**config.mk**
```make
export PLATFORM = sky130hd
export DESIGN_NAME = nand_host_ctrl
export DESIGN_NICKNAME = d
export VERILOG_FILES = /design/src/hdl/nand_host_pkg.sv /design/src/hdl/byte_buf.sv /design/src/hdl/nand_host_ctrl.sv
export VERILOG_INCLUDE_DIRS = /design/src /design/src/hdl
export SDC_FILE = /design/constraint.sdc
export NUM_CORES = 1
export LEC_CHECK = 0
export ABC_AREA = 1
export BUFFER_PORTS_ARGS = -buffer_cell sky130_fd_sc_hd__buf_2
export CAP_MARGIN = 20
export CELL_PAD_IN_SITES_DETAIL_PLACEMENT = 0
export CELL_PAD_IN_SITES_GLOBAL_PLACEMENT = 1
export CORE_MARGIN = 5
export CORE_UTILIZATION = 41
export CTS_BUF_LIST = sky130_fd_sc_hd__clkbuf_16
export DETAILED_ROUTE_END_ITERATION = 8
export PLACE_DENSITY_LB_ADDON = 0.1
export SYNTH_ARGS = -nofsm -noshare
export SYNTH_HDL_FRONTEND = slang
export SYNTH_HIERARCHICAL = 1
export SYNTH_SLANG_ARGS = --single-unit
```
**constraint.sdc**
```tcl
create_clock -name aclk -period 2.15 [get_ports aclk]
set_input_delay 0.3225 -clock aclk [delete_from_list [all_inputs] [get_ports aclk]]
set_output_delay 0.3225 -clock aclk [all_outputs]
set_load 0.02 [all_outputs]
```
**src/hdl/nand_host_params.svh**
```systemverilog
// constants for the nand host controller: offsets, fields, opcodes, timing
`ifndef NAND_HOST_PARAMS_SVH
`define NAND_HOST_PARAMS_SVH
// clock and timing, times in ns
`define CLK_MHZ 250
`define T_WC_NS 25
`define T_REA_NS 20
`define T_WB_NS 100
`define T_WHR_NS 80
`define T_BUSY_MAX_NS 1000000
`define WC_CYC ((`T_WC_NS * `CLK_MHZ + 999) / 1000)
`define REA_CYC (((`T_REA_NS * `CLK_MHZ + 999) / 1000) + 3)
`define WB_CYC ((`T_WB_NS * `CLK_MHZ + 999) / 1000)
`define WHR_CYC ((`T_WHR_NS * `CLK_MHZ + 999) / 1000)
`define BUSY_MAX_CYC ((`T_BUSY_MAX_NS * `CLK_MHZ) / 1000)
`define SETUP_CYC 2
// register byte offsets
`define REG_CTRL 8'h00
`define REG_ADDR0 8'h04
`define REG_ADDR1 8'h08
`define REG_STATUS 8'h0C
`define REG_WPCTL 8'h10
`define REG_BUF 8'h20
// addr1 fields
`define AD1_A5_LSB 0
`define AD1_DATA_LSB 8
`define AD1_CNT_LSB 16
// status bits
`define ST_SEQ_BUSY 0
`define ST_REFUSED 1
`define ST_RST_DONE 2
`define ST_TIMEOUT 3
`define ST_OTP_EN 4
`define ST_ECC_EN 5
`define ST_RB 6
`define ST_ID_OK 7
`define ST_STAT_OK 8
`define ST_ID_MODE 9
`define ST_DATA_VALID 10
// reset values
`define WPCTL_RST 1'b1
// flash opcodes
`define OPC_RESET 8'hFF
`define OPC_READ 8'h00
`define OPC_PROG 8'h80
`define OPC_CONF_PROG 8'h10
`define OPC_CONF_READ 8'h30
`define OPC_CACHE_SEQ 8'h31
`define OPC_CACHE_LAST 8'h3F
`define OPC_CACHE_PROG 8'h15
`define OPC_MOVE_CONF 8'h35
`define OPC_MOVE_PROG 8'h85
`define OPC_ID 8'h90
`define OPC_STATUS 8'h70
`define OPC_SETFEAT 8'hEF
// identification, feature and status byte values
`define ID_ADDR_CODE 8'h00
`define ID_ADDR_SIG 8'h20
`define FEAT_OTP_ADDR 8'h90
`define FEAT_OTP_BIT 0
`define FEAT_ECC_BIT 3
`define ID_B2 8'h80
`define ID_B3 8'hA6
`define ID_B4_LOW 7'h62
`define SIG_B0 8'h4F
`define SIG_B1 8'h4E
`define SIG_B2 8'h46
`define SIG_B3 8'h49
`define STAT_WP_OFF 8'hE0
`define STAT_WP_ON 8'h60
`endif

```
**src/hdl/nand_host_pkg.sv**
```systemverilog
// types shared by the nand host controller
package nand_host_pkg;
  typedef enum logic [3:0] {
    OP_RESET, OP_ID_CODE, OP_ID_SIG, OP_SET_FEAT, OP_OTP_LOCK, OP_OTP_PROG,
    OP_OTP_READ, OP_PAGE_READ, OP_CACHE_SEQ, OP_CACHE_RND, OP_CACHE_LAST,
    OP_CACHE_PROG, OP_MOVE_READ, OP_MOVE_PROG, OP_NONE
  } op_t;
  typedef enum logic [3:0] {
    S_IDLE, S_CMD1, S_ADDR, S_DIN, S_CMD2, S_WB, S_BUSY, S_STAT, S_WHR, S_DOUT
  } state_t;
  typedef struct packed {
    logic [7:0] c1;
    logic [2:0] na;
    logic din;
    logic hc2;
    logic [7:0] c2;
    logic wt;
    logic dout;
  } seq_t;
  typedef struct packed {
    logic ce_n;
    logic cle;
    logic ale;
    logic we_n;
    logic re_n;
    logic wp_n;
    logic io_oe;
    logic [7:0] io_out;
  } nand_pins_t;
endpackage : nand_host_pkg

```
**src/hdl/byte_buf.sv**
```systemverilog
// small byte memory with registered read data
`timescale 1ns/1ps
module byte_buf #(
  parameter int WIDTH = 8,
  parameter int DEPTH = 8
) (
  // clock
  input wire logic aclk,
  // write port
  input wire logic wr_en,
  input wire logic [$clog2(DEPTH)-1:0] wr_addr,
  input wire logic [WIDTH-1:0] wr_data,
  // read port
  input wire logic [$clog2(DEPTH)-1:0] rd_addr,
  output logic [WIDTH-1:0] rd_data
);
  logic [WIDTH-1:0] mem [DEPTH];

  always_ff @(posedge aclk) begin
    if (wr_en) begin
      mem[wr_addr] <= wr_data;
    end
    rd_data <= mem[rd_addr];
  end
endmodule : byte_buf

```
**src/hdl/nand_host_ctrl.sv**
```systemverilog
// nand flash host controller: axi4-lite command registers, pin sequencer
`timescale 1ns/1ps
`include "nand_host_params.svh"

// Overview of operation
// - otp lock 80h, five addresses, 10h
// - otp program 80h, addresses, data, 10h
// - otp read 00h, five addresses, 30h
// - otp commands only after feature enable
// - cache read only after read commands; the code refuses it only right after a cache program
// - cache program only after cache program; the code refuses it only right after a cache read
// - internal move stays inside one plane
// - reset is first command after power-on
// - identification only while all dies idle
module nand_host_ctrl
  import nand_host_pkg::*;
#(
  parameter int BUF_DEPTH = 8,
  parameter int BUSY_MAX_CYC = `BUSY_MAX_CYC,
  parameter int PLANE_BIT = 22
) (
  // clock and reset
  input wire logic aclk,
  input wire logic aresetn,
  // axi4-lite write
  input wire logic [7:0] s_axi_awaddr,
  input wire logic s_axi_awvalid,
  output logic s_axi_awready,
  input wire logic [31:0] s_axi_wdata,
  input wire logic [3:0] s_axi_wstrb,
  input wire logic s_axi_wvalid,
  output logic s_axi_wready,
  output logic [1:0] s_axi_bresp,
  output logic s_axi_bvalid,
  input wire logic s_axi_bready,
  // axi4-lite read
  input wire logic [7:0] s_axi_araddr,
  input wire logic s_axi_arvalid,
  output logic s_axi_arready,
  output logic [31:0] s_axi_rdata,
  output logic [1:0] s_axi_rresp,
  output logic s_axi_rvalid,
  input wire logic s_axi_rready,
  // flash pins
  output nand_pins_t nand_o,
  input wire logic [7:0] nand_io_i,
  input wire logic nand_rb_n_i
);
  localparam int BAW = $clog2(BUF_DEPTH);
  localparam int TMO_W = $clog2(BUSY_MAX_CYC + 1);
  localparam logic [7:0] WC = 8'(`WC_CYC);
  localparam logic [7:0] REA = 8'(`REA_CYC);
  localparam logic [7:0] WB = 8'(`WB_CYC);
  localparam logic [7:0] WHR = 8'(`WHR_CYC);
  localparam logic [7:0] SETUP = 8'(`SETUP_CYC);

  logic [7:0] io_m_r, io_s_r;
  logic rb_m_r, rb_s_r;
  logic aw_hold_r, w_hold_r, ar_pend_r;
  logic [7:0] aw_addr_r, raddr_r;
  logic [31:0] w_data_r, addr0_r, addr1_r;
  logic [3:0] w_strb_r;
  logic wp_r, start_r, refuse, accept, wr_en, in_buf;
  op_t start_op_r, op_r, prev_op_r;
  state_t state_r, nxt, tail_a, tail_d, tail_c;
  seq_t seq_r;
  logic lo_r, refused_r, tmo_flag_r, reset_done_r, otp_en_r, ecc_r;
  logic id_mode_r, id_ok_r, stat_ok_r, data_valid_r, array_busy_r, src_plane_r;
  logic [7:0] cnt_r, idx_r, nbytes_r, cnt_load, out_byte;
  logic [39:0] abuf_r;
  logic [TMO_W-1:0] tmo_r;
  logic sample, buf_we, strobe, wr_state;
  logic [7:0] buf_rd;
  logic [31:0] status_w;

  function automatic logic [31:0] merge(input logic [31:0] o, input logic [31:0] n,
                                        input logic [3:0] s);
    logic [31:0] r;
    r = o;
    for (int i = 0; i < 4; i++) begin
      if (s[i]) r[i*8 +: 8] = n[i*8 +: 8];
    end
    return r;
  endfunction : merge

  function automatic seq_t desc(input op_t op);
    seq_t s;
    s = '0;
    case (op)
      OP_RESET: begin s.c1 = `OPC_RESET; s.wt = 1'b1; end
      OP_ID_CODE, OP_ID_SIG: begin s.c1 = `OPC_ID; s.na = 3'd1; s.dout = 1'b1; end
      OP_SET_FEAT: begin s.c1 = `OPC_SETFEAT; s.na = 3'd1; s.din = 1'b1; s.wt = 1'b1; end
      OP_OTP_LOCK: begin s.c1 = `OPC_PROG; s.na = 3'd5; s.hc2 = 1'b1;
        s.c2 = `OPC_CONF_PROG; s.wt = 1'b1; end
      OP_OTP_PROG: begin s.c1 = `OPC_PROG; s.na = 3'd5; s.din = 1'b1; s.hc2 = 1'b1;
        s.c2 = `OPC_CONF_PROG; s.wt = 1'b1; end
      OP_OTP_READ, OP_PAGE_READ: begin s.c1 = `OPC_READ; s.na = 3'd5; s.hc2 = 1'b1;
        s.c2 = `OPC_CONF_READ; s.wt = 1'b1; s.dout = 1'b1; end
      OP_CACHE_SEQ: begin s.c1 = `OPC_CACHE_SEQ; s.wt = 1'b1; s.dout = 1'b1; end
      OP_CACHE_RND: begin s.c1 = `OPC_READ; s.na = 3'd5; s.hc2 = 1'b1;
        s.c2 = `OPC_CACHE_SEQ; s.wt = 1'b1; s.dout = 1'b1; end
      OP_CACHE_LAST: begin s.c1 = `OPC_CACHE_LAST; s.wt = 1'b1; s.dout = 1'b1; end
      OP_CACHE_PROG: begin s.c1 = `OPC_PROG; s.na = 3'd5; s.din = 1'b1; s.hc2 = 1'b1;
        s.c2 = `OPC_CACHE_PROG; s.wt = 1'b1; end
      OP_MOVE_READ: begin s.c1 = `OPC_READ; s.na = 3'd5; s.hc2 = 1'b1;
        s.c2 = `OPC_MOVE_CONF; s.wt = 1'b1; end
      OP_MOVE_PROG: begin s.c1 = `OPC_MOVE_PROG; s.na = 3'd5; s.din = 1'b1;
        s.hc2 = 1'b1; s.c2 = `OPC_CONF_PROG; s.wt = 1'b1; end
      default: s = '0;
    endcase
    return s;
  endfunction : desc

  ////////////////////////////////////////////////////////////////////////////////
  // pin input synchronisers
  always_ff @(posedge aclk) begin
    if (!aresetn) begin
      io_m_r <= 8'h00;
      io_s_r <= 8'h00;
      rb_m_r <= 1'b0;
      rb_s_r <= 1'b0;
    end else begin
      io_m_r <= nand_io_i;
      io_s_r <= io_m_r;
      rb_m_r <= nand_rb_n_i;
      rb_s_r <= rb_m_r;
    end
  end

  ////////////////////////////////////////////////////////////////////////////////
  // axi write channel and registers
  assign wr_en = aw_hold_r && w_hold_r && !s_axi_bvalid;

  always_ff @(posedge aclk) begin
    if (!aresetn) begin
      s_axi_awready <= 1'b1;
      s_axi_wready <= 1'b1;
      s_axi_bvalid <= 1'b0;
      s_axi_bresp <= 2'h0;
      aw_hold_r <= 1'b0;
      w_hold_r <= 1'b0;
      aw_addr_r <= 8'h00;
      w_data_r <= 32'h0;
      w_strb_r <= 4'h0;
      addr0_r <= 32'h0;
      addr1_r <= 32'h0;
      wp_r <= `WPCTL_RST;
      start_r <= 1'b0;
      start_op_r <= OP_NONE;
    end else begin
      start_r <= 1'b0;
      if (s_axi_awvalid && s_axi_awready) begin
        aw_hold_r <= 1'b1;
        aw_addr_r <= s_axi_awaddr;
        s_axi_awready <= 1'b0;
      end
      if (s_axi_wvalid && s_axi_wready) begin
        w_hold_r <= 1'b1;
        w_data_r <= s_axi_wdata;
        w_strb_r <= s_axi_wstrb;
        s_axi_wready <= 1'b0;
      end
      if (wr_en) begin
        aw_hold_r <= 1'b0;
        w_hold_r <= 1'b0;
        s_axi_bvalid <= 1'b1;
        s_axi_bresp <= 2'h0;
        case (aw_addr_r)
          `REG_CTRL: begin
            start_r <= w_strb_r[0];
            start_op_r <= op_t'(w_data_r[3:0]);
          end
          `REG_ADDR0: addr0_r <= merge(addr0_r, w_data_r, w_strb_r);
          `REG_ADDR1: addr1_r <= merge(addr1_r, w_data_r, w_strb_r);
          `REG_WPCTL: if (w_strb_r[0]) wp_r <= w_data_r[0];
          default: s_axi_bresp <= 2'h2;
        endcase
      end
      if (s_axi_bvalid && s_axi_bready) begin
        s_axi_bvalid <= 1'b0;
        s_axi_awready <= 1'b1;
        s_axi_wready <= 1'b1;
      end
    end
  end

  ////////////////////////////////////////////////////////////////////////////////
  // axi read channel
  assign in_buf = (int'(raddr_r) >= int'(`REG_BUF)) &&
                  (int'(raddr_r) < int'(`REG_BUF) + 4 * BUF_DEPTH);
  always_comb begin
    status_w = 32'h0;
    status_w[`ST_SEQ_BUSY] = (state_r != S_IDLE);
    status_w[`ST_REFUSED] = refused_r;
    status_w[`ST_RST_DONE] = reset_done_r;
    status_w[`ST_TIMEOUT] = tmo_flag_r;
    status_w[`ST_OTP_EN] = otp_en_r;
    status_w[`ST_ECC_EN] = ecc_r;
    status_w[`ST_RB] = rb_s_r;
    status_w[`ST_ID_OK] = id_ok_r;
    status_w[`ST_STAT_OK] = stat_ok_r;
    status_w[`ST_ID_MODE] = id_mode_r;
    status_w[`ST_DATA_VALID] = data_valid_r;
  end

  always_ff @(posedge aclk) begin
    if (!aresetn) begin
      s_axi_arready <= 1'b1;
      s_axi_rvalid <= 1'b0;
      s_axi_rdata <= 32'h0;
      s_axi_rresp <= 2'h0;
      ar_pend_r <= 1'b0;
      raddr_r <= 8'h00;
    end else begin
      if (s_axi_arvalid && s_axi_arready) begin
        s_axi_arready <= 1'b0;
        ar_pend_r <= 1'b1;
        raddr_r <= s_axi_araddr;
      end
      if (ar_pend_r) begin
        ar_pend_r <= 1'b0;
        s_axi_rvalid <= 1'b1;
        s_axi_rresp <= 2'h0;
        case (raddr_r)
          `REG_CTRL: s_axi_rdata <= {28'h0, prev_op_r};
          `REG_ADDR0: s_axi_rdata <= addr0_r;
          `REG_ADDR1: s_axi_rdata <= addr1_r;
          `REG_STATUS: s_axi_rdata <= status_w;
          `REG_WPCTL: s_axi_rdata <= {31'h0, wp_r};
          default: begin
            s_axi_rdata <= in_buf ? {24'h0, buf_rd} : 32'h0;
            s_axi_rresp <= in_buf ? 2'h0 : 2'h2;
          end
        endcase
      end
      if (s_axi_rvalid && s_axi_rready) begin
        s_axi_rvalid <= 1'b0;
        s_axi_arready <= 1'b1;
      end
    end
  end

  ////////////////////////////////////////////////////////////////////////////////
  // command acceptance
  always_comb begin
    refuse = 1'b0;
    if (start_op_r != OP_RESET) begin
      if (!reset_done_r || state_r != S_IDLE || start_op_r == OP_NONE) refuse = 1'b1;
      if (start_op_r == op_t'(4'hF)) refuse = 1'b1;
      if (!rb_s_r) refuse = 1'b1;
      if ((start_op_r == OP_OTP_LOCK || start_op_r == OP_OTP_PROG ||
           start_op_r == OP_OTP_READ) && !otp_en_r) refuse = 1'b1;
      if (array_busy_r && (start_op_r == OP_CACHE_SEQ || start_op_r == OP_CACHE_RND ||
          start_op_r == OP_CACHE_LAST) && !(prev_op_r == OP_PAGE_READ ||
          prev_op_r == OP_CACHE_SEQ || prev_op_r == OP_CACHE_RND)) refuse = 1'b1;
      if (array_busy_r && start_op_r == OP_CACHE_PROG && prev_op_r != OP_CACHE_PROG)
        refuse = 1'b1;
      if (start_op_r == OP_MOVE_PROG && (prev_op_r != OP_MOVE_READ ||
          1'({addr1_r[7:0], addr0_r} >> PLANE_BIT) != src_plane_r)) refuse = 1'b1;
    end
  end
  assign accept = start_r && !refuse;

  ////////////////////////////////////////////////////////////////////////////////
  // sequencer next-step decode
  assign strobe = state_r inside {S_CMD1, S_ADDR, S_DIN, S_CMD2, S_STAT, S_DOUT};
  assign wr_state = strobe && state_r != S_DOUT;
  // sample at end of read low phase
  assign sample = state_r == S_DOUT && lo_r && cnt_r == 8'h00;
  assign buf_we = sample && op_r != OP_RESET && int'(idx_r) < BUF_DEPTH;

  always_comb begin
    tail_c = seq_r.wt ? S_WB : (seq_r.dout ? S_WHR : S_IDLE);
    tail_d = seq_r.hc2 ? S_CMD2 : tail_c;
    tail_a = seq_r.din ? S_DIN : tail_d;
    case (state_r)
      S_CMD1: nxt = (seq_r.na != 3'd0) ? S_ADDR : tail_a;
      S_ADDR: nxt = (idx_r == 8'({5'h0, seq_r.na} - 8'd1)) ? tail_a : S_ADDR;
      S_DIN: nxt = (idx_r == nbytes_r - 8'd1) ? tail_d : S_DIN;
      S_CMD2: nxt = tail_c;
      S_STAT: nxt = S_WHR;
      S_DOUT: nxt = (idx_r == nbytes_r - 8'd1) ? S_IDLE : S_DOUT;
      default: nxt = S_IDLE;
    endcase
    cnt_load = (nxt == S_WB) ? WB - 8'd1 : (nxt == S_WHR) ? WHR - 8'd1 :
               (nxt == S_DOUT) ? REA - 8'd1 : WC - 8'd1;
  end

  ////////////////////////////////////////////////////////////////////////////////
  // sequencer and host-side flags
  always_ff @(posedge aclk) begin
    if (!aresetn) begin
      state_r <= S_IDLE;
      seq_r <= '0;
      op_r <= OP_NONE;
      prev_op_r <= OP_NONE;
      lo_r <= 1'b0;
      cnt_r <= 8'h00;
      idx_r <= 8'h00;
      nbytes_r <= 8'h01;
      abuf_r <= 40'h0;
      tmo_r <= '0;
      {refused_r, tmo_flag_r, reset_done_r, otp_en_r, ecc_r} <= 5'h0;
      {id_mode_r, id_ok_r, stat_ok_r, data_valid_r, array_busy_r, src_plane_r} <= 6'h0;
    end else begin
      if (start_r && refuse) refused_r <= 1'b1;
      if (accept) begin
        {refused_r, tmo_flag_r} <= 2'b00;
        op_r <= start_op_r;
        seq_r <= desc(start_op_r);
        prev_op_r <= start_op_r;
        state_r <= S_CMD1;
        lo_r <= 1'b1;
        cnt_r <= WC - 8'd1;
        idx_r <= 8'h00;
        abuf_r <= {addr1_r[7:0], addr0_r};
        nbytes_r <= (addr1_r[`AD1_CNT_LSB +: 8] == 8'h00) ? 8'h01 : addr1_r[`AD1_CNT_LSB +: 8];
        array_busy_r <= start_op_r inside {OP_CACHE_SEQ, OP_CACHE_RND, OP_CACHE_PROG};
        // id mode held until next command
        id_mode_r <= start_op_r inside {OP_ID_CODE, OP_ID_SIG};
        if (start_op_r == OP_ID_CODE) begin
          abuf_r <= {32'h0, `ID_ADDR_CODE};
          nbytes_r <= 8'd5;
          id_ok_r <= 1'b1;
        end
        if (start_op_r == OP_ID_SIG) begin
          abuf_r <= {32'h0, `ID_ADDR_SIG};
          nbytes_r <= 8'd4;
          id_ok_r <= 1'b1;
        end
        if (start_op_r == OP_SET_FEAT) nbytes_r <= 8'd4;
        if (start_op_r == OP_MOVE_READ) src_plane_r <= 1'({addr1_r[7:0], addr0_r} >> PLANE_BIT);
        if (start_op_r == OP_SET_FEAT && addr0_r[7:0] == `FEAT_OTP_ADDR) begin
          otp_en_r <= addr1_r[`AD1_DATA_LSB + `FEAT_OTP_BIT];
          ecc_r <= addr1_r[`AD1_DATA_LSB + `FEAT_ECC_BIT];
        end
        if (start_op_r == OP_RESET) begin
          prev_op_r <= OP_NONE;
          array_busy_r <= 1'b0;
          {data_valid_r, reset_done_r, stat_ok_r} <= 3'b000;
          nbytes_r <= 8'h01;
        end
      end else if (strobe) begin
        if (cnt_r != 8'h00) begin
          cnt_r <= cnt_r - 8'd1;
        end else if (lo_r) begin
          lo_r <= 1'b0;
          cnt_r <= WC - 8'd1;
        end else begin
          state_r <= nxt;
          lo_r <= 1'b1;
          cnt_r <= cnt_load;
          idx_r <= (nxt == state_r) ? idx_r + 8'd1 : 8'h00;
          if (state_r == S_ADDR) abuf_r <= {8'h00, abuf_r[39:8]};
          if (state_r == S_DOUT && nxt == S_IDLE) begin
            data_valid_r <= op_r != OP_RESET;
            if (op_r == OP_RESET) reset_done_r <= 1'b1;
          end
        end
        if (sample) begin
          if (op_r == OP_RESET)
            stat_ok_r <= io_s_r == (wp_r ? `STAT_WP_OFF : `STAT_WP_ON);
          if (op_r == OP_ID_CODE) begin
            case (idx_r)
              8'd2: if (io_s_r != `ID_B2) id_ok_r <= 1'b0;
              8'd3: if (io_s_r != `ID_B3) id_ok_r <= 1'b0;
              8'd4: if (io_s_r != {ecc_r, `ID_B4_LOW}) id_ok_r <= 1'b0;
              default: ;
            endcase
          end
          if (op_r == OP_ID_SIG && io_s_r != (idx_r == 8'd0 ? `SIG_B0 : idx_r == 8'd1 ?
              `SIG_B1 : idx_r == 8'd2 ? `SIG_B2 : `SIG_B3)) id_ok_r <= 1'b0;
        end
      end else begin
        case (state_r)
          S_WB, S_WHR: begin
            if (cnt_r != 8'h00) begin
              cnt_r <= cnt_r - 8'd1;
            end else begin
              state_r <= (state_r == S_WB) ? S_BUSY : S_DOUT;
              lo_r <= 1'b1;
              cnt_r <= REA - 8'd1;
              idx_r <= 8'h00;
              tmo_r <= '0;
            end
          end
          S_BUSY: begin
            if (rb_s_r) begin
              state_r <= (op_r == OP_RESET) ? S_STAT : (seq_r.dout ? S_WHR : S_IDLE);
              lo_r <= 1'b1;
              cnt_r <= (op_r == OP_RESET) ? WC - 8'd1 : WHR - 8'd1;
            end else if (int'(tmo_r) == BUSY_MAX_CYC - 1) begin
              tmo_flag_r <= 1'b1;
              state_r <= S_IDLE;
            end else begin
              tmo_r <= tmo_r + 1'b1;
            end
          end
          default: state_r <= S_IDLE;
        endcase
      end
    end
  end

  ////////////////////////////////////////////////////////////////////////////////
  // pin drivers
  always_comb begin
    case (state_r)
      S_CMD1: out_byte = seq_r.c1;
      S_CMD2: out_byte = seq_r.c2;
      S_STAT: out_byte = `OPC_STATUS;
      S_ADDR: out_byte = abuf_r[7:0];
      // only the first feature parameter carries data
      S_DIN: out_byte = (op_r == OP_SET_FEAT && idx_r != 8'h00) ? 8'h00 :
                        addr1_r[`AD1_DATA_LSB +: 8];
      default: out_byte = 8'h00;
    endcase
  end

  // we_n trails the latches by SETUP cycles so cle, ale and data settle first; re_n does not trail
  always_ff @(posedge aclk) begin
    if (!aresetn) begin
      nand_o <= '{ce_n: 1'b1, cle: 1'b0, ale: 1'b0, we_n: 1'b1, re_n: 1'b1,
                  wp_n: `WPCTL_RST, io_oe: 1'b0, io_out: 8'h00};
    end else begin
      nand_o.ce_n <= state_r == S_IDLE;
      nand_o.cle <= state_r inside {S_CMD1, S_CMD2, S_STAT};
      nand_o.ale <= state_r == S_ADDR;
      nand_o.we_n <= !(wr_state && lo_r && cnt_r < WC - SETUP);
      nand_o.re_n <= !(state_r == S_DOUT && lo_r);
      nand_o.wp_n <= wp_r;
      nand_o.io_oe <= wr_state;
      nand_o.io_out <= out_byte;
    end
  end

  byte_buf #(.WIDTH(8), .DEPTH(BUF_DEPTH)) u_buf (
    .aclk(aclk),
    .wr_en(buf_we),
    .wr_addr(idx_r[BAW-1:0]),
    .wr_data(io_s_r),
    .rd_addr(s_axi_araddr[BAW+1:2]),
    .rd_data(buf_rd)
  );
endmodule : nand_host_ctrl

```
# == After elaboration in Yosys (flattened, before gate mapping) ==
# Memories as Yosys holds them, arrays and structs flattened. A register that Yosys moved wholly into a read port is not among the register bits.
# Index checks and enable logic that the tools add are counted.
# Widths: inputs -> output; s select.
# word_totals
regBits,328
latchBits,0
ramBits,64
romBits,0
inputBits,68
output_inout_bits,56
wordCells,391
memories,1
# op_classes
addsub,5
mul,0
n_div,0
order_cmp,4
n_eq_ne,77
shifts,0
n_mux,116
bitwise,5
n_reduce_logical,116
# mem_list
memory,words,word_bits,rd,rd_ports_with_merged_regs,write_ports,line_no,text
u_buf.mem,8,8,1,1,1,byte_buf.sv:17,logic [WIDTH-1:0] mem [DEPTH];
# ops
operator,n
$mux 40,7
$pmux 32 s5,1
$mux 8,18
$mux 4,20
$eq 4x4->1 const B,14
$pmux 8 s7,1
$mux 18,3
$mux 1,49
$pmux 9 s5,1
$eq 4x3->1 const B,10
$logic_not 8->1,5
$pmux 8 s5,1
$pmux 18 s2,1
$reduce_and 3->1,11
$ne 4x4->1 const B,7
$logic_and 1x1->1,27
$eq 4x2->1 const B,6
$eq 8x3->1 const B,3
$eq 8x4->1 const B,3
$eq 8x8->1,3
$pmux 4 s6,1
$reduce_and 4->1,6
$mux 5,4
$add 18x1->18 const B,1
other kinds (52),120

# == Longest topological paths before layout ==
# depth
ltp_word,15
ltp_mapped,19

# == By module ==
# Netlist, hierarchy kept.
# modules_own_cells
module,n_inst,cells_each,area_per_inst_um2
nand_host_ctrl,1,1867,13920.9
byte_buf,1,303,3050.4

# == Least setup slack after synthesis ==
# Ideal clock, no wire load.
# synth_path
kind,register to register
from,reg cnt_r[0]
to,mem u_buf.mem[1][0] (enable)
setup_time_ns,0.370
t_arrival_ns,1.854
slack_ns,-0.074
stages_incl_launch_ff,11
n_path_buf,0
period_less_slack_ns,2.224
cell_sequence,dfxtp_1 inv_1 ha_1 nand2_1 nor2_2 nand2_2 inv_1 nand2_1 nor4_1 nand2_1 nor2_1
# synth_between
elab_chain_len,6
# synth_lines
item,line_no,text
"start, declared",nand_host_ctrl.sv:69,"logic [7:0] cnt_r, idx_r, nbytes_r, cnt_load, out_byte;"
"start signal, assigned",nand_host_ctrl.sv:314,cnt_r <= WC - 8'd1;
"start signal, assigned",nand_host_ctrl.sv:345,cnt_r <= cnt_r - 8'd1;
"start signal, assigned",nand_host_ctrl.sv:348,cnt_r <= WC - 8'd1;
$logic_not 8->1,nand_host_ctrl.sv:269,assign sample = state_r == S_DOUT && lo_r && cnt_r == 8'h00;
$logic_and 1x1->1,nand_host_ctrl.sv:269,
$logic_and 1x1->1 (2 in series),nand_host_ctrl.sv:270,assign buf_we = sample && op_r != OP_RESET && int'(idx_r) < BUF_DEPTH;
named net buf_we,nand_host_ctrl.sv:72,"logic sample, buf_we, strobe, wr_state;"
$mux 1,byte_buf.sv:20,if (wr_en) begin
$mux 1 (implied by the code),byte_buf.sv:21,mem[wr_addr] <= wr_data;
"end, declared",byte_buf.sv:17,
# The timed path passes the listed nets, and every way through them passes these cells.

# == Final worst setup path ==
# layout_path
from,reg nbytes_r[4]
to,reg idx_r[7]
# layout_between
elab_chain_len,9
elab_cells_between_ends,10
cone_classes,1 x add/sub; 2 x eq/ne; 7 x mux
# layout_lines
item,line_no,text
"start, declared",nand_host_ctrl.sv:69,
"start signal, assigned",nand_host_ctrl.sv:317,nbytes_r <= (addr1_r[`AD1_CNT_LSB +: 8] == 8'h00) ? 8'h01 : addr1_r[`AD1_CNT_LSB +: 8];
$sub 8x1->8 (*),"nand_host_ctrl.sv:279, nand_host_ctrl.sv:282",
$eq 8x8->1 (*),"nand_host_ctrl.sv:279, nand_host_ctrl.sv:282",
$mux 4 (on tied branches),"nand_host_ctrl.sv:282, nand_host_ctrl.sv:279",
$pmux 4 s6 (*),nand_host_ctrl.sv:276,case (state_r)
$eq 4x4->1 (*),nand_host_ctrl.sv:353,idx_r <= (nxt == state_r) ? idx_r + 8'd1 : 8'h00;
$mux 8 (*),nand_host_ctrl.sv:353,
$mux 8 (*),nand_host_ctrl.sv:346,end else if (lo_r) begin
$mux 8 (*),nand_host_ctrl.sv:344,if (cnt_r != 8'h00) begin
$mux 8 (*),nand_host_ctrl.sv:343,end else if (strobe) begin
"end signal, assigned",nand_host_ctrl.sv:353,
"end, declared",nand_host_ctrl.sv:69,
# Mark *: on every way between the ends. The rest lies on a longest branch, timed or not. The select of a mux whose other input is x is not followed.
# A chain may end at the register's enable or synchronous reset.

==> flow_summary.json <==
{
  "p_switching_mw": 6.29,
  "initial_core_util": 0.415,
  "critical-path-top-delay-family": "simple AND/OR/NAND/NOR gates",
  "regToRegStartpoint": "nbytes_r[4]$_SDFFE_PN0P_",
  "synth.cell_area_sq_um": 17000,
  "critical_path_peak_fanout": 8,
  "finalSetupViolations": 5,
  "layout_stage_area_growth_over_the_synthesis_result_pct": 28.3,
  "rsz0062_at_grt": "yes",
  "setup.worst_path.class": "reg2reg",
  "h-tree-depth": 2,
  "worst_hold_slack_ps": 22.8,
  "grt_max_degree": 100,
  "clock.fmax_mhz": 456,
  "placement.setup.worst_slack_ps": -105,
  "rows": 74,
  "area_taken_by_multi_input_logic_gates_sq_um": 7480,
  "peakVddDrop_mv": 0.605,
  "crit_top_cell": "sky130_fd_sc_hd__nand2_1",
  "detail_route.wl_per_cell_um": 17.1,
  "layout.cells.most_common": "sky130_fd_sc_hd__nand2_1",
  "io_buffer_count": 121,
  "outcome": "finished with violations",
  "cp_slowest_stage_delay_ps": 390,
  "detail_route.first_pass.iterations": 5,
  "max_capacitance_violation_count": 0,
  "cts-root-to-sink-buffers": 3,
  "cts.clk_slew.worst_paths_ps": 60,
  "min_path_type": "in2reg",
  "detailedRoute.firstIterationViolations": 998,
  "finish.instance_area_sq_um": 21800,
  "grt_antenna_before_repair": 0,
  "fp.dieH_um": 213,
  "antenna_left": 0,
  "pwr-share-clk": 0.346,
  "dp_hpwl_um": 37000,
  "synth_flop_cell": "sky130_fd_sc_hd__dfxtp_1",
  "period_needed_ps": 2190,
  "grt_residual_overflow": 0,
  "timing.critical_path.depth": 16,
  "timing_max_transition_violations_final": 0,
  "first_global_vias": 15272,
  "critical_path.startpoint": "nbytes_r[4]$_SDFFE_PN0P_",
  "drcViolationCount": 0,
  "p_int_mw": 14.0,
  "drive_above_1_share": 0.230,
  "setup.worst_path.end": "idx_r[7]$_SDFFE_PP0P_",
  "final.fill_count": 3993,
  "seq_area_frac_synth": 0.499,
  "cell_at_the_root_of_the_clock_tree": "sky130_fd_sc_hd__clkbuf_16",
  "cp_slowest_cell": "sky130_fd_sc_hd__dfxtp_1",
  "share_of_flip_flops_with_an_asynchronous_set_or_reset": 0,
  "total_power_density_per_cell_area_nw_per_um2": 932,
  "ios": 124,
  "clock_skew_ps": 21.8,
  "core_area_sq_um": 40900,
  "source_to_sink_clock_delay_at_the_later_pin_of_the_worst_skew_pair_ps": 580,
  "cts_made_buffers": 43,
  "global_route_total_usage_across_every_layer": 0.222,
  "detailroute.via_count": 15628,
  "synth_edf_count": 64,
  "timing.setup.tns_ps": -85.2,
  "r2r-end": "idx_r[7]$_SDFFE_PP0P_",
  "fin_nets": 2551,
  "worst-endpoint-arrival_ps": 2700,
  "dieWidth_um": 213,
  "dpl_cell_area_sq_um": 19100,
  "failing_checks": "setup timing",
  "most-common-layout-cells": "sky130_fd_sc_hd__nand2_1, sky130_fd_sc_hd__dfxtp_1, sky130_fd_sc_hd__inv_1",
  "crit_path_cell_trace": "nor2_4, nand2_1, o21ai_0, nand3_1, nand2_1, nor2_2, nand2_2, nand2_4, buf_4, nand2_2, nand2_1, nand2_1, nand2_2, nor2_4, nand4_1, a21oi_1",
  "crit_path_start_kind": "flop",
  "total_leakage_power_nw": 9.17,
  "rr_worst_depth": 16,
  "fraction_of_power_spent_switching_nets": 0.310,
  "avgViaCountPerCell": 5.14,
  "timing.final.crit_share": 1.02,
  "weighted_congestion_at_the_end_of_routability_driven_global_placement": 0.899,
  "cts_sinks": 391,
  "final-hold-violation-count": 0,
  "cp_data_required_time_ps": 2650,
  "critPathCaptureType": "flop",
  "post_synth.cell_area_avg_sq_um": 7.82,
  "synth_cell_types": 56,
  "diodes": 0,
  "seqPwrFrac": 0.397,
  "grt_first_pass_wirelength_um": 81000,
  "worst_slew_margin_rel": 0.444,
  "seq_area_sq_um": 8500,
  "synthCells": 2170,
  "worst_slew_pin_slew_ps": 827,
  "yosys_warnings": 6,
  "finalWirelength_um": 52000,
  "timing.reg2reg.setup_slack_ps": -40,
  "design.die.area_sq_um": 45600,
  "worst_slack_ps": -43.8,
  "ys_ff_latch": 391,
  "tritoncts": "done",
  "power.share.combinational": 0.257,
  "cp_num_buf_inv": 1
}
[synthesized netlist by cell type (7+ instances only)]
library cell                 n  area share
sky130_fd_sc_hd__a221oi_1   10      0.0052
sky130_fd_sc_hd__buf_2      16      0.0047
sky130_fd_sc_hd__o221ai_1    7      0.0036
sky130_fd_sc_hd__clkbuf_1   60       0.013
sky130_fd_sc_hd__a21oi_1   188       0.055
sky130_fd_sc_hd__nand2_1   367       0.081
sky130_fd_sc_hd__nand4_1    24      0.0088
sky130_fd_sc_hd__dfxtp_1   327        0.39
sky130_fd_sc_hd__nor2_2     13      0.0048
sky130_fd_sc_hd__edfxtp_1   64        0.11
sky130_fd_sc_hd__xnor2_1     8      0.0041
sky130_fd_sc_hd__a32o_1     24       0.014
sky130_fd_sc_hd__o21ai_1    18      0.0053
sky130_fd_sc_hd__o21ai_0   223       0.066
sky130_fd_sc_hd__o22ai_1    30       0.011
sky130_fd_sc_hd__nor2_1    209       0.046
sky130_fd_sc_hd__xor2_1     15      0.0077
sky130_fd_sc_hd__nand3_1   118       0.035
sky130_fd_sc_hd__buf_4       9      0.0040
sky130_fd_sc_hd__a211oi_1    7      0.0031
sky130_fd_sc_hd__nor3_1     41       0.012
sky130_fd_sc_hd__inv_1     263       0.058
sky130_fd_sc_hd__inv_2      26      0.0058
sky130_fd_sc_hd__ha_1        9      0.0066
sky130_fd_sc_hd__nor4_1     17      0.0063
sky130_fd_sc_hd__buf_6       7      0.0046
sky130_fd_sc_hd__a31oi_1     7      0.0026
[final cells by class]
class | instances | share of cell area
Timing Repair Buffer | 355 | 0.122
Tap cell | 532 | 0.0306
Inverter | 294 | 0.0524
Clock buffer | 43 | 0.0494
Multi-Input combinational cell | 1388 | 0.343
Clock inverter | 36 | 0.0118
Timing Repair inverter | 1 | 0.000230
Sequential cell | 391 | 0.390
[worst min path at each step]
| stage | startpoint | to | slack, ps | cells after the start |
|---|---|---|---|---|
| after floorplan | io_m_r[0]$_SDFF_PN0_ | io_s_r[0]$_SDFF_PN0_ | 390 | 2 |
| after global placement | io_m_r[0]$_SDFF_PN0_ | io_s_r[0]$_SDFF_PN0_ | 400 | 2 |
| after detailed placement | io_m_r[5]$_SDFF_PN0_ | io_s_r[5]$_SDFF_PN0_ | 400 | 2 |
| after CTS | s_axi_araddr[5] | raddr_r[5]$_SDFFE_PN0P_ | 0.04 | 3 |
| after global routing | s_axi_wdata[13] | w_data_r[13]$_SDFFE_PN0P_ | 20 | 3 |
| final | s_axi_wdata[13] | w_data_r[13]$_SDFFE_PN0P_ | 20 | 3 |
[registers in the layout (all words and copies together) (netlist names), 16 cells and up]
register	flops
addr0_r	32
abuf_r	40
addr1_r	32
tmo_r	18
seq_r	16
w_data_r	32
s_axi_rdata	32
u_buf/mem	64
[stage by stage]
| step | std cells | utilization | total power, mW |
|---|---|---|---|
| after floorplan | 2171 | - | 10.8 |
| after global placement | 2891 | 0.467 | 12.6 |
| after detailed placement | 2891 | 0.467 | 12.6 |
| after CTS | 3013 | 0.513 | 19.9 |
| after global routing | 3040 | 0.532 | 21.4 |
| final | 3040 | 0.532 | 20.3 |
[worst min-delay path, cell delays in order]
cell and delay [ps]:
sky130_fd_sc_hd__buf_2 70, sky130_fd_sc_hd__o21ai_0 70, sky130_fd_sc_hd__nor2_1 80
[layer usage]
metal / share of wire / track usage / wire length [um] / vias up
li1: - / - / - / 7879
met4: 0.029 / 0.0781 / 1530 / 0
met5: 0 / 0 / 0 / -
met3: 0.038 / 0.0316 / 1970 / 91
met1: 0.44 / 0.284 / 22700 / 7334
met2: 0.50 / 0.386 / 25800 / 324
[logic make-up (layout without fill, tap and decap cells)]
logic type,count (synthesis),count (layout),share of synthesized area
buf+inv,392,729,0.0940
fa+ha+maj,9,9,0.00664
flops,391,391,0.499
compound gates,535,535,0.177
simple gates,819,819,0.211
other cells,1,2,0.000221
xor+xnor,23,23,0.0119
[power groups by stage]
| stage | combinational, mW | sequential [mW] | clock (mW) |
|---|---|---|---|
| 3_5_place_dp | 4.44 | 8.16 | 0 |
| 3_3_place_gp | 4.41 | 8.15 | 0 |
| 4_1_cts | 4.65 | 8.01 | 7.22 |
| 2_1_floorplan | 2.62 | 8.15 | 0 |
| 5_1_grt | 5.74 | 8.09 | 7.55 |
| 6_report | 5.21 | 8.05 | 7.03 |
[repair_timing]
item	in CTS	in global routing
hold buffers	36	0
setup endpoints to repair	98	209
setup buffers	8	22
gates resized for setup	41	164
endpoints found under the hold margin	37	0
pin swaps	23	55
cloned	0	4
Note: power is estimated with default switching activity, not from simulation.
